## src/card_pin_pkg.sv

```systemverilog
// constants, states and carrier types shared by the card pin control design
// assumes a single 100 MHz core clock and asynchronous active-low reset
package card_pin_pkg;

    localparam int unsigned CLK_PERIOD_NS     = 10;
    localparam int unsigned DEACT_STEP_NS     = 1000;
    localparam int unsigned DEACT_STEP_CYCLES =
        (DEACT_STEP_NS + CLK_PERIOD_NS - 1) / CLK_PERIOD_NS;
    localparam int unsigned STEP_CNT_W        = 8;
    localparam int unsigned FILTER_CYCLES     = 16;
    localparam int unsigned FILTER_CNT_W      = 5;

    // positions in the synchronised pin vector
    localparam int unsigned SYNC_W       = 9;
    localparam int unsigned IDX_SEL_CLK  = 0;
    localparam int unsigned IDX_HOST_RST = 1;
    localparam int unsigned IDX_CS_B     = 2;
    localparam int unsigned IDX_HOST_IO  = 3;
    localparam int unsigned IDX_CARD_IO  = 4;
    localparam int unsigned IDX_STARTUP  = 5;
    localparam int unsigned IDX_LIVE     = 6;
    localparam int unsigned IDX_OVERLOAD = 7;
    localparam int unsigned IDX_PRESENCE = 8;

    // reset values
    localparam logic [SYNC_W-1:0] SYNC_RESET     = 9'h11C;
    localparam logic              PRESENCE_IDLE  = 1'h1;
    localparam logic              LINE_RELEASED  = 1'h1;
    localparam logic              PIN_LOW        = 1'h0;

    typedef struct packed
    {
        logic startup;
        logic live;
        logic overload;
    } supply_state_type;

    typedef struct packed
    {
        logic level;
        logic oe_b;
    } pin_drive_type;

    typedef enum logic [2:0]
    {
        ST_ACTIVE,
        ST_DROP_RST,
        ST_DROP_CLK,
        ST_DROP_IO,
        ST_OFF
    } deact_state_type;

    typedef enum logic [1:0]
    {
        IO_IDLE,
        IO_HOST_LEADS,
        IO_CARD_LEADS,
        IO_SETTLE
    } io_dir_type;

endpackage

```

## src/card_pin_control.sv

```systemverilog
// card-side pin logic: card clock, reset, serial line, presence, overload shutdown
// assumes host-side command bits are on mclk_i; all pins and the selector clock
// are asynchronous and pass pin_sync first
//
// What this block does
// - the card clock is held low during supply start-up and while the supply is off.
// - the card clock follows the output of the internal clock selector.
// - the host picks a fast or slow clock edge rate and the block applies it to the clock pin.
// - with no inversion the presence pin idles high and low means a card is inserted.
// - the presence pin is filtered so short spikes do not change the reported state.
// - the host sets the active polarity of the presence switch and the pin is read that way.
// - in normal serial mode the presence report bit is high whenever a card is inserted.
// - in special serial mode the presence report bit copies the presence pin level.
// - the host reset reaches the card reset pin only while chip select is low.
// - the card reset pin is forced low whenever the card is deactivated.
// - serial data is relayed both ways between the host line and the card line.
// - the card serial line is held low during supply start-up and while the supply is off.
// - on supply overload the converter stops, the card pins power down in order, a fault is flagged.
`timescale 1ns/1ns
module card_pin_control
    import card_pin_pkg::*;
(
    input  wire logic             mclk_i,
    input  wire logic             rst_b_i,
    input  wire logic             sel_clock_i,
    input  wire logic             slope_slow_i,
    input  wire logic             presence_active_high_i,
    input  wire logic             spi_special_mode_i,
    input  wire logic             card_active_i,
    input  wire logic             supply_request_i,
    input  wire logic             fault_clear_i,
    input  wire logic             presence_event_clear_i,
    input  wire supply_state_type supply_i,
    input  wire logic             host_reset_i,
    input  wire logic             cs_b_i,
    input  wire logic             host_io_i,
    input  wire logic             card_serial_line_i,
    input  wire logic             card_presence_in_i,
    output logic                  card_clock_out_o,
    output logic                  card_clock_slow_o,
    output logic                  card_reset_out_o,
    output logic                  card_serial_line_o,
    output logic                  card_serial_line_oe_b_o,
    output logic                  host_io_o,
    output logic                  host_io_oe_b_o,
    output logic                  presence_report_bit_o,
    output logic                  card_inserted_o,
    output logic                  presence_event_o,
    output logic                  converter_enable_o,
    output logic                  overload_fault_o
);

    logic [SYNC_W-1:0]     pins_raw;
    logic [SYNC_W-1:0]     pins_s;
    logic                  presence_filt;
    deact_state_type       deact_reg;
    deact_state_type       deact_next;
    logic [STEP_CNT_W-1:0] step_reg;
    io_dir_type            io_reg;
    io_dir_type            io_next;
    pin_drive_type         card_drive_next;
    pin_drive_type         host_drive_next;
    logic                  reset_next;

    assign pins_raw = {card_presence_in_i, supply_i.overload, supply_i.live,
                       supply_i.startup, card_serial_line_i, host_io_i, cs_b_i,
                       host_reset_i, sel_clock_i};

    pin_sync #(
        .W       (SYNC_W),
        .RST_VAL (SYNC_RESET)
    ) u_sync (
        .mclk_i  (mclk_i),
        .rst_b_i (rst_b_i),
        .d_i     (pins_raw),
        .q_o     (pins_s)
    );

    wire sel_clk_s   = pins_s[IDX_SEL_CLK];
    wire host_rst_s  = pins_s[IDX_HOST_RST];
    wire cs_b_s      = pins_s[IDX_CS_B];
    wire host_io_s   = pins_s[IDX_HOST_IO];
    wire card_io_s   = pins_s[IDX_CARD_IO];
    wire startup_s   = pins_s[IDX_STARTUP];
    wire live_s      = pins_s[IDX_LIVE];
    wire overload_s  = pins_s[IDX_OVERLOAD];

    presence_filter #(
        .CNT_W   (FILTER_CNT_W),
        .LEN     (FILTER_CYCLES)
    ) u_filter (
        .mclk_i  (mclk_i),
        .rst_b_i (rst_b_i),
        .level_i (pins_s[IDX_PRESENCE]),
        .level_o (presence_filt)
    );

    // supply and deactivation decode
    wire power_down   = startup_s | ~live_s;
    wire step_done    = step_reg == STEP_CNT_W'(DEACT_STEP_CYCLES - 1);
    wire seq_rst_low  = deact_reg != ST_ACTIVE;
    wire seq_clk_low  = seq_rst_low && deact_reg != ST_DROP_RST;
    wire seq_io_low   = deact_reg == ST_DROP_IO || deact_reg == ST_OFF;
    wire deactivated  = ~card_active_i | power_down | seq_rst_low;
    wire clock_low    = power_down | seq_clk_low | ~card_active_i;
    wire line_low     = power_down | seq_io_low;

    // presence interpretation; xnor maps pin level to inserted for either polarity
    wire inserted     = presence_filt ~^ presence_active_high_i;
    wire report_bit   = spi_special_mode_i ? presence_filt : inserted;
    wire inserted_chg = inserted != card_inserted_o;

    // overload shutdown walks reset, clock, line low in turn, then drops the supply
    always_comb
    begin
        deact_next = deact_reg;
        case (deact_reg)
            ST_ACTIVE:
            begin
                if (overload_s)
                    deact_next = ST_DROP_RST;
            end
            ST_DROP_RST:
            begin
                if (step_done)
                    deact_next = ST_DROP_CLK;
            end
            ST_DROP_CLK:
            begin
                if (step_done)
                    deact_next = ST_DROP_IO;
            end
            ST_DROP_IO:
            begin
                if (step_done)
                    deact_next = ST_OFF;
            end
            ST_OFF:
            begin
                if (fault_clear_i && !overload_s)
                    deact_next = ST_ACTIVE;
            end
            default:
            begin
                deact_next = ST_OFF;
            end
        endcase
    end

    always_ff @(posedge mclk_i or negedge rst_b_i)
    begin
        if (!rst_b_i)
        begin
            deact_reg <= ST_ACTIVE;
            step_reg  <= '0;
        end
        else
        begin
            deact_reg <= deact_next;
            step_reg  <= (deact_next != deact_reg) ? '0 : step_reg + STEP_CNT_W'(1);
        end
    end

    // fault flag: a new overload in the clearing cycle keeps it set
    always_ff @(posedge mclk_i or negedge rst_b_i)
    begin
        if (!rst_b_i)
            overload_fault_o <= 1'h0;
        else
            overload_fault_o <= overload_s | (overload_fault_o & ~fault_clear_i);
    end

    always_ff @(posedge mclk_i or negedge rst_b_i)
    begin
        if (!rst_b_i)
            converter_enable_o <= 1'h0;
        else
            converter_enable_o <= supply_request_i && deact_reg != ST_OFF;
    end

    // card clock; the selector clock is sampled, so it must stay well below mclk/2
    always_ff @(posedge mclk_i or negedge rst_b_i)
    begin
        if (!rst_b_i)
        begin
            card_clock_out_o  <= PIN_LOW;
            card_clock_slow_o <= 1'h0;
        end
        else
        begin
            card_clock_out_o  <= clock_low ? PIN_LOW : sel_clk_s;
            card_clock_slow_o <= slope_slow_i;
        end
    end

    // card reset: low when deactivated, follows host only with chip select low
    always_comb
    begin
        if (deactivated)
            reset_next = PIN_LOW;
        else if (!cs_b_s)
            reset_next = host_rst_s;
        else
            reset_next = card_reset_out_o;
    end

    always_ff @(posedge mclk_i or negedge rst_b_i)
    begin
        if (!rst_b_i)
            card_reset_out_o <= PIN_LOW;
        else
            card_reset_out_o <= reset_next;
    end

    // serial relay: first side to pull low leads; settle stops the echo
    // of our own drive being mistaken for the other side starting
    always_comb
    begin
        io_next = io_reg;
        case (io_reg)
            IO_IDLE:
            begin
                if (!host_io_s)
                    io_next = IO_HOST_LEADS;
                else if (!card_io_s)
                    io_next = IO_CARD_LEADS;
            end
            IO_HOST_LEADS:
            begin
                if (host_io_s)
                    io_next = IO_SETTLE;
            end
            IO_CARD_LEADS:
            begin
                if (card_io_s)
                    io_next = IO_SETTLE;
            end
            IO_SETTLE:
            begin
                if (host_io_s && card_io_s)
                    io_next = IO_IDLE;
            end
            default:
            begin
                io_next = IO_IDLE;
            end
        endcase
        if (line_low)
            io_next = IO_SETTLE;
    end

    always_comb
    begin
        card_drive_next = '{level: LINE_RELEASED, oe_b: 1'h1};
        host_drive_next = '{level: LINE_RELEASED, oe_b: 1'h1};
        if (line_low)
            card_drive_next = '{level: PIN_LOW, oe_b: 1'h0};
        else if (io_next == IO_HOST_LEADS)
            card_drive_next = '{level: PIN_LOW, oe_b: 1'h0};
        if (!line_low && io_next == IO_CARD_LEADS)
            host_drive_next = '{level: PIN_LOW, oe_b: 1'h0};
    end

    always_ff @(posedge mclk_i or negedge rst_b_i)
    begin
        if (!rst_b_i)
        begin
            io_reg                  <= IO_SETTLE;
            card_serial_line_o      <= PIN_LOW;
            card_serial_line_oe_b_o <= 1'h0;
            host_io_o               <= LINE_RELEASED;
            host_io_oe_b_o          <= 1'h1;
        end
        else
        begin
            io_reg                  <= io_next;
            card_serial_line_o      <= card_drive_next.level;
            card_serial_line_oe_b_o <= card_drive_next.oe_b;
            host_io_o               <= host_drive_next.level;
            host_io_oe_b_o          <= host_drive_next.oe_b;
        end
    end

    // presence report and change event; a change in the clear cycle wins
    always_ff @(posedge mclk_i or negedge rst_b_i)
    begin
        if (!rst_b_i)
        begin
            presence_report_bit_o <= 1'h0;
            card_inserted_o       <= 1'h0;
            presence_event_o      <= 1'h0;
        end
        else
        begin
            presence_report_bit_o <= report_bit;
            card_inserted_o       <= inserted;
            presence_event_o      <= inserted_chg | (presence_event_o & ~presence_event_clear_i);
        end
    end

endmodule // card_pin_control

```

## src/pin_sync.sv

```systemverilog
// two-flop synchroniser for a vector of asynchronous pins
// assumes each bit is an independent level; no bus coherence
`timescale 1ns/1ns
module pin_sync
    import card_pin_pkg::*;
#(
    parameter int unsigned          W       = SYNC_W,
    parameter logic [SYNC_W-1:0]    RST_VAL = SYNC_RESET
)
(
    input  wire logic         mclk_i,
    input  wire logic         rst_b_i,
    input  wire logic [W-1:0] d_i,
    output logic      [W-1:0] q_o
);

    logic [W-1:0] meta_reg;

    always_ff @(posedge mclk_i or negedge rst_b_i)
    begin
        if (!rst_b_i)
        begin
            meta_reg <= RST_VAL[W-1:0];
            q_o      <= RST_VAL[W-1:0];
        end
        else
        begin
            meta_reg <= d_i;
            q_o      <= meta_reg;
        end
    end

endmodule // pin_sync

```

## src/presence_filter.sv

```systemverilog
// stability filter for the synchronised card presence level
// assumes its input is already synchronised to mclk_i
`timescale 1ns/1ns
module presence_filter
    import card_pin_pkg::*;
#(
    parameter int unsigned CNT_W = FILTER_CNT_W,
    parameter int unsigned LEN   = FILTER_CYCLES
)
(
    input  wire logic mclk_i,
    input  wire logic rst_b_i,
    input  wire logic level_i,
    output logic      level_o
);

    logic [CNT_W-1:0] cnt_reg;
    wire              differs = level_i != level_o;
    wire              settled = cnt_reg == CNT_W'(LEN - 1);

    // any bounce restarts the count, so spikes shorter than LEN cycles never pass
    always_ff @(posedge mclk_i or negedge rst_b_i)
    begin
        if (!rst_b_i)
        begin
            cnt_reg <= '0;
            level_o <= PRESENCE_IDLE;
        end
        else if (!differs)
        begin
            cnt_reg <= '0;
        end
        else if (settled)
        begin
            cnt_reg <= '0;
            level_o <= level_i;
        end
        else
        begin
            cnt_reg <= cnt_reg + CNT_W'(1);
        end
    end

endmodule // presence_filter
```

## config.mk

```make
export PLATFORM = sky130hd
export DESIGN_NAME = card_pin_control
export DESIGN_NICKNAME = d
export VERILOG_FILES = /design/src/card_pin_pkg.sv /design/src/card_pin_control.sv /design/src/pin_sync.sv /design/src/presence_filter.sv
export SDC_FILE = /design/constraint.sdc
export NUM_CORES = 1
export LEC_CHECK = 0
export ABC_AREA = 0
export BUFFER_PORTS_ARGS = -buffer_cell sky130_fd_sc_hd__buf_2
export CAP_MARGIN = 20
export CORE_ASPECT_RATIO = 0.7
export CORE_MARGIN = 8
export CORE_UTILIZATION = 49
export DETAILED_ROUTE_END_ITERATION = 6
export GPL_ROUTABILITY_DRIVEN = 0
export GPL_TIMING_DRIVEN = 0
export PLACE_DENSITY = 0.74
export SLEW_MARGIN = 15
export SYNTH_ARGS = -nofsm -noshare
export SYNTH_HDL_FRONTEND = slang
export SYNTH_SLANG_ARGS = --single-unit
```

## constraint.sdc

```tcl
create_clock -name mclk_i -period 1.75 [get_ports mclk_i]
set_input_delay 0.4375 -clock mclk_i [delete_from_list [all_inputs] [get_ports mclk_i]]
set_output_delay 0.4375 -clock mclk_i [all_outputs]
set_load 0.005 [all_outputs]
```

# --- After elaboration in Yosys (flattened, before gate mapping) ---
# Index checks and enable logic that the tools add are counted.
word_totals:
  in_bits: 18
  word_cells: 88
  ff_bits: 49
classes:
  add_sub_neg: 2
  bitwise: 15
  n_reduce_logical: 12
  mux: 23
  n_eq_ne: 17
ops:
  columns: ["cell", "n"]
  rows:
  - ["2-bit two-way mux", 9]
  - ["3-bit two-way mux", 5]
  - ["3-bit one-hot mux with 5 select lines", 1]
  - ["5-bit two-way mux", 2]
  - ["8-bit by 1-bit adder with 8-bit output (second input constant)", 1]
  - ["8-bit by 7-bit equality test with 1-bit output (second input constant)", 1]
  - ["8-bit two-way mux", 1]
  - ["1-bit bitwise OR", 8]
  - ["2-bit one-hot mux with 4 select lines", 1]
  - ["2-bit equality test (second input constant)", 3]
  - ["3-bit by 2-bit equality test with 1-bit output (second input constant)", 2]
  - ["5-bit by 1-bit adder with 5-bit output (second input constant)", 1]
  - ["5-bit by 4-bit equality test with 1-bit output (second input constant)", 1]
  - ["1-bit logical AND", 5]
  - ["2-bit by 1-bit equality test with 1-bit output (second input constant)", 2]
  - ["1-bit two-way mux", 4]
  - ["1-bit NOT", 4]
  - ["3-bit by 1-bit equality test with 1-bit output (second input constant)", 1]
  - ["3-bit equality test (second input constant)", 1]
  - ["3-bit logical NOT", 1]
  - ["3-bit by 1-bit != test with 1-bit output (second input constant)", 1]
  - ["3-bit != test", 1]
  - ["3-bit != test (second input constant)", 1]
  - ["3-bit nonzero test", 1]
  - ["8 further kinds", 11]

# --- Depth between registers and ports, before layout ---
depth:
  depth_word: 7
  ltp_mapped: 4
  ltp_nobuf: 4

# --- By module ---
# A second synthesis with hierarchy kept.
unflattened:
  cells_unflattened: 143
  area_unflattened_um2: 1830.5
by_module_without_submodules:
  columns: ["mod", "n_inst", "seq_area_each_um2", "cells_per_inst", "area_each_um2"]
  rows:
  - ["card_pin_control", 1, 579.3, 104, 1114.8]
  - ["pin_sync", 1, 460.4, 18, 460.4]
  - ["presence_filter", 1, 151.4, 21, 255.2]

# --- Worst setup path after synthesis ---
# OpenSTA, ideal clock, no wires.
synth_timing:
  path_kind: "register -> register"
  start: "register step_reg[0]"
  end: "register deact_reg[1]"
  setup_time_ns: 0.125
  path_buffers: 0
  required_ns: 1.625
  stages_incl_launch_ff: 5
  path_slack_ns: 0.095
  arrival_ns: 1.530
  period_less_slack_ns: 1.655
  cell_sequence: "dfrtp_1 -> ha_1 -> or3b_1 -> nor3_1 -> mux2_2"
synth_via:
  elab_chain_len: 3
  elab_cells_between_ends: 5
  cone_classes: "1 x eq/ne; 4 x mux"
synth_rtl:
  columns: ["item", "line", "text"]
  rows:
  - ["start, declared", "card_pin_control.sv:58", "logic [STEP_CNT_W-1:0] step_reg;"]
  - ["start signal, assigned", "card_pin_control.sv:160", "step_reg <= (deact_next != deact_reg) ? '0 : step_reg + STEP_CNT_W'(1);"]
  - ["8-bit by 7-bit equality test with 1-bit output *", "card_pin_control.sv:100", "wire step_done = step_reg == STEP_CNT_W'(DEACT_STEP_CYCLES - 1);"]
  - ["3-bit two-way mux, on equally long branches", "card_pin_control.sv:135, card_pin_control.sv:125, card_pin_control.sv:130", null]
  - ["3-bit one-hot mux with 5 select lines *", "card_pin_control.sv:117", "case (deact_reg)"]
  - ["named net deact_next[1]", "card_pin_control.sv:57", "deact_state_type deact_next;"]
  - ["end signal, assigned", "card_pin_control.sv:159", "deact_reg <= deact_next;"]
  - ["end, declared", "card_pin_control.sv:56", "deact_state_type deact_reg;"]
# Mark *: on every way through the listed nets, which the timed path passes. The rest lies on a longest branch.
# A chain may end at the register's enable or synchronous reset.

# --- Worst setup path after layout ---
layout_timing:
  start: "register step_reg[1]"
  end: "register deact_reg[0]"
# The elaborated chain is that of the path after synthesis.

==> results.txt <==
Outcome = finished, final reports clean
Inserted Clock Buffers = 5
Capturing element type of the critical path = flop
Starting density of the core = 0.509
Cell internal power dissipation = 0.00163 W
Cell type of the slowest stage on the worst timing path = sky130_fd_sc_hd__or3b_4
Worst hold margin = 0.223 ns
Setup-failing EPs final = 0
Maximum number of pins on one net before global-route repair = 48
Peak ir drop on the vdd network = 0.000676 V
Clock root buffer = sky130_fd_sc_hd__clkbuf_8
Worst Path Max Fanout = 3
Combinational fraction of design power = 0.133
Number of unique standard cell types used by synthesis = 42
Share of total power in sequential cells = 0.568
Number of I/O pins = 30
Total wire length = 3200 µm
Register clock-pin slew on the reported worst setup and hold paths = 0.09 ns
Residual DRC = 0
Fmax = 583 MHz
Part of the Yosys area used for sequential elements = 0.667
Kind of cell with the highest combined delay on the critical path = simple AND/OR/NAND/NOR gates
Die height = 66.5 µm
Gate count after technology mapping = 134
CP arrival = 1.93 ns
Post-synth design cell area = 1790 µm²
Overall die area = 5870 µm²
Max-capacitance violation count = 0
Number of DRC markers after the initial detailed-route iteration = 35
H-Tree Depth = 2
Total count of hold-check failures in the final report = 0
Port buffer count = 29
Vias post-DR = 1154
Global-route usage over all layers = 0.125
Post-Syn Area per Cell = 13.3 µm²
Number of enable-type register cells in the synthesized netlist = 0
Fraction of layout instances using a drive strength above 1 = 0.379
Startpoint class of the critical path = flop
PwrDens = 1040 nW/µm²
Post-synthesis net count = 154
Delay of the slowest critical-path stage = 0.42 ns
Switching share of power = 0.271
Wire length per cell = 14.3 µm
Commonest cells after routing, fill and taps aside = sky130_fd_sc_hd__dfrtp_1, sky130_fd_sc_hd__buf_2, sky130_fd_sc_hd__dfstp_2
Critical path buffers and inverters = 0
Most common library cell in the layout ignoring fill and taps = sky130_fd_sc_hd__dfrtp_1
First-pass GRT wire length = 5540 µm
Worst setup path category = flop to flop
Core footprint = 3510 µm²
Max_slew headroom = 0.451
Total count of max-transition violations in the final report = 0
Static leakage = 0.978 nW
Min-delay worst type = primary input to flop
Worst Tran Pin Value = 0.821 ns
Post-route total power = 0.00223 W
DP Area = 1990 µm²
Total number of placement rows = 18
Required arrival time at the worst endpoint = 1.96 ns
Horizontal extent of the die = 88.2 µm
Post-synthesis sequential element count = 47
Worst-skew pair later-pin latency = 0.30 ns
Clock buffer depth = 2
Yosys synthesis warning count = 0
Detail-routed via count per cell = 5.15
Number of detailed-routing iterations run before antenna repair = 4
Remaining global-route overflow = 0
CP Cell Sequence = ha_2 > or3b_4 > or3_1 > a211oi_1
Final net count = 193
Clk network pwr share = 0.299
Main flop type after synthesis = sky130_fd_sc_hd__dfrtp_1
Clock period minus final worst setup slack = 1.72 ns
Clock tree sinks = 47
TritonCTS clock tree = yes
Number of diodes added for antenna fixing = 0
Count of antenna-violating nets left after detailed routing = 0
Share of synthesized flip-flops with an asynchronous set or reset = 1.00
NetSw = 0.000604 W
Clock skew after layout = 0.00631 ns
Initial antenna violation count = 0
Final cycle utilization of the critical path = 0.981
Post-route design area = 2150 µm²
HPWL after detailed placement = 2290 µm
Via count of the first global-routing pass = 1197
Layout Area Growth over Synthesis = 20.2%
power by group through the flow:
stage	Combinational, W	Sequential, W	Clock, W
after floorplan	0.000165	0.00127	0
after global placement	0.000240	0.00128	0
after detailed placement	0.000253	0.00129	0
after CTS	0.000269	0.00127	0.000690
after global routing	0.000333	0.00128	0.000727
final	0.000297	0.00127	0.000668
repair_timing:
item,CTS,global route
hold buffers,0,1
gates resized for setup,3,3
buffers inserted,0,1
endpoints found under the setup margin,8,9
pin swaps,0,0
hold endpoints to repair,0,4
metal layers:
layer | global-route usage | routed length (µm) | up-vias
met1 | 0.148 | 1360 | 562
li1 | - | - | 545
met4 | 0.0776 | 76 | 0
met5 | 0 | 0 | -
met3 | 0.0565 | 298 | 9
met2 | 0.184 | 1460 | 38
cells by family after synthesis:
| group | Yosys count | synth area share |
|---|---|---|
| DFF | 47 | 0.667 |
| AOI/OAI and AO/OA | 19 | 0.0791 |
| buffers and inverters | 10 | 0.0259 |
| xor gates and xnor gates | 9 | 0.0441 |
| adders and majority gates | 2 | 0.0140 |
| and+or+nand+nor | 44 | 0.152 |
| muxes | 3 | 0.0182 |
worst paths after layout:
check | start | to | slack (ns) | cells after the start
max | step_reg[1] | deact_reg[0] | 0.03 | 4
min | card_presence_in_i | u_sync.meta_reg[8] | 0.22 | 1
max reg2reg | step_reg[1] | deact_reg[0] | 0.03 | 4
min reg2reg | u_sync.meta_reg[6] | u_sync.q_o[6] | 0.35 | 0
max in group asynchronous | rst_b_i | u_sync.meta_reg[4] | 0.71 | 3
min in group asynchronous | rst_b_i | card_serial_line_o | 0.52 | 2
layout make-up:
class	count	area (µm²)
Multi-Input combinational cell	77	573
Sequential cell	47	1190
Tap cell	50	62.6
Fill cell	299	1370
Clock buffer	5	68.8
Timing Repair Buffer	32	183
Buffer	3	20.0
Inverter	7	26.3
Clock inverter	3	22.5
Yosys cell counts (2+ instances only):
master | n | area, µm²
sky130_fd_sc_hd__mux2_2 | 2 | 22.5
sky130_fd_sc_hd__xor2_1 | 6 | 52.6
sky130_fd_sc_hd__a2111oi_2 | 2 | 30.0
sky130_fd_sc_hd__dfrtp_1 | 35 | 876
sky130_fd_sc_hd__o31ai_1 | 2 | 15.0
sky130_fd_sc_hd__buf_4 | 2 | 15.0
sky130_fd_sc_hd__nand3_1 | 3 | 15.0
sky130_fd_sc_hd__or3_1 | 3 | 18.8
sky130_fd_sc_hd__nand2b_1 | 4 | 25.0
sky130_fd_sc_hd__a21oi_1 | 2 | 10.0
sky130_fd_sc_hd__nand2_1 | 3 | 11.3
sky130_fd_sc_hd__nor3_1 | 3 | 15.0
sky130_fd_sc_hd__o21ai_0 | 6 | 30.0
sky130_fd_sc_hd__inv_1 | 7 | 26.3
sky130_fd_sc_hd__xnor2_1 | 3 | 26.3
sky130_fd_sc_hd__nor4_1 | 4 | 25.0
sky130_fd_sc_hd__ha_1 | 2 | 25.0
sky130_fd_sc_hd__dfstp_2 | 12 | 315
sky130_fd_sc_hd__nor2_1 | 10 | 37.5
per-stage QoR:
step	instances	TNS, ns	utilization	worst slack, ns
finish	224	0	0.611	0.0340
global route	224	-0.00624	0.611	-0.00624
CTS	221	0	0.598	0.0204
detailed placement	213	-0.0451	0.568	-0.0207
global placement	213	0	0.568	0.0181
floorplan	134	0	-	0.0950
Power figures use the tool's default switching activity.
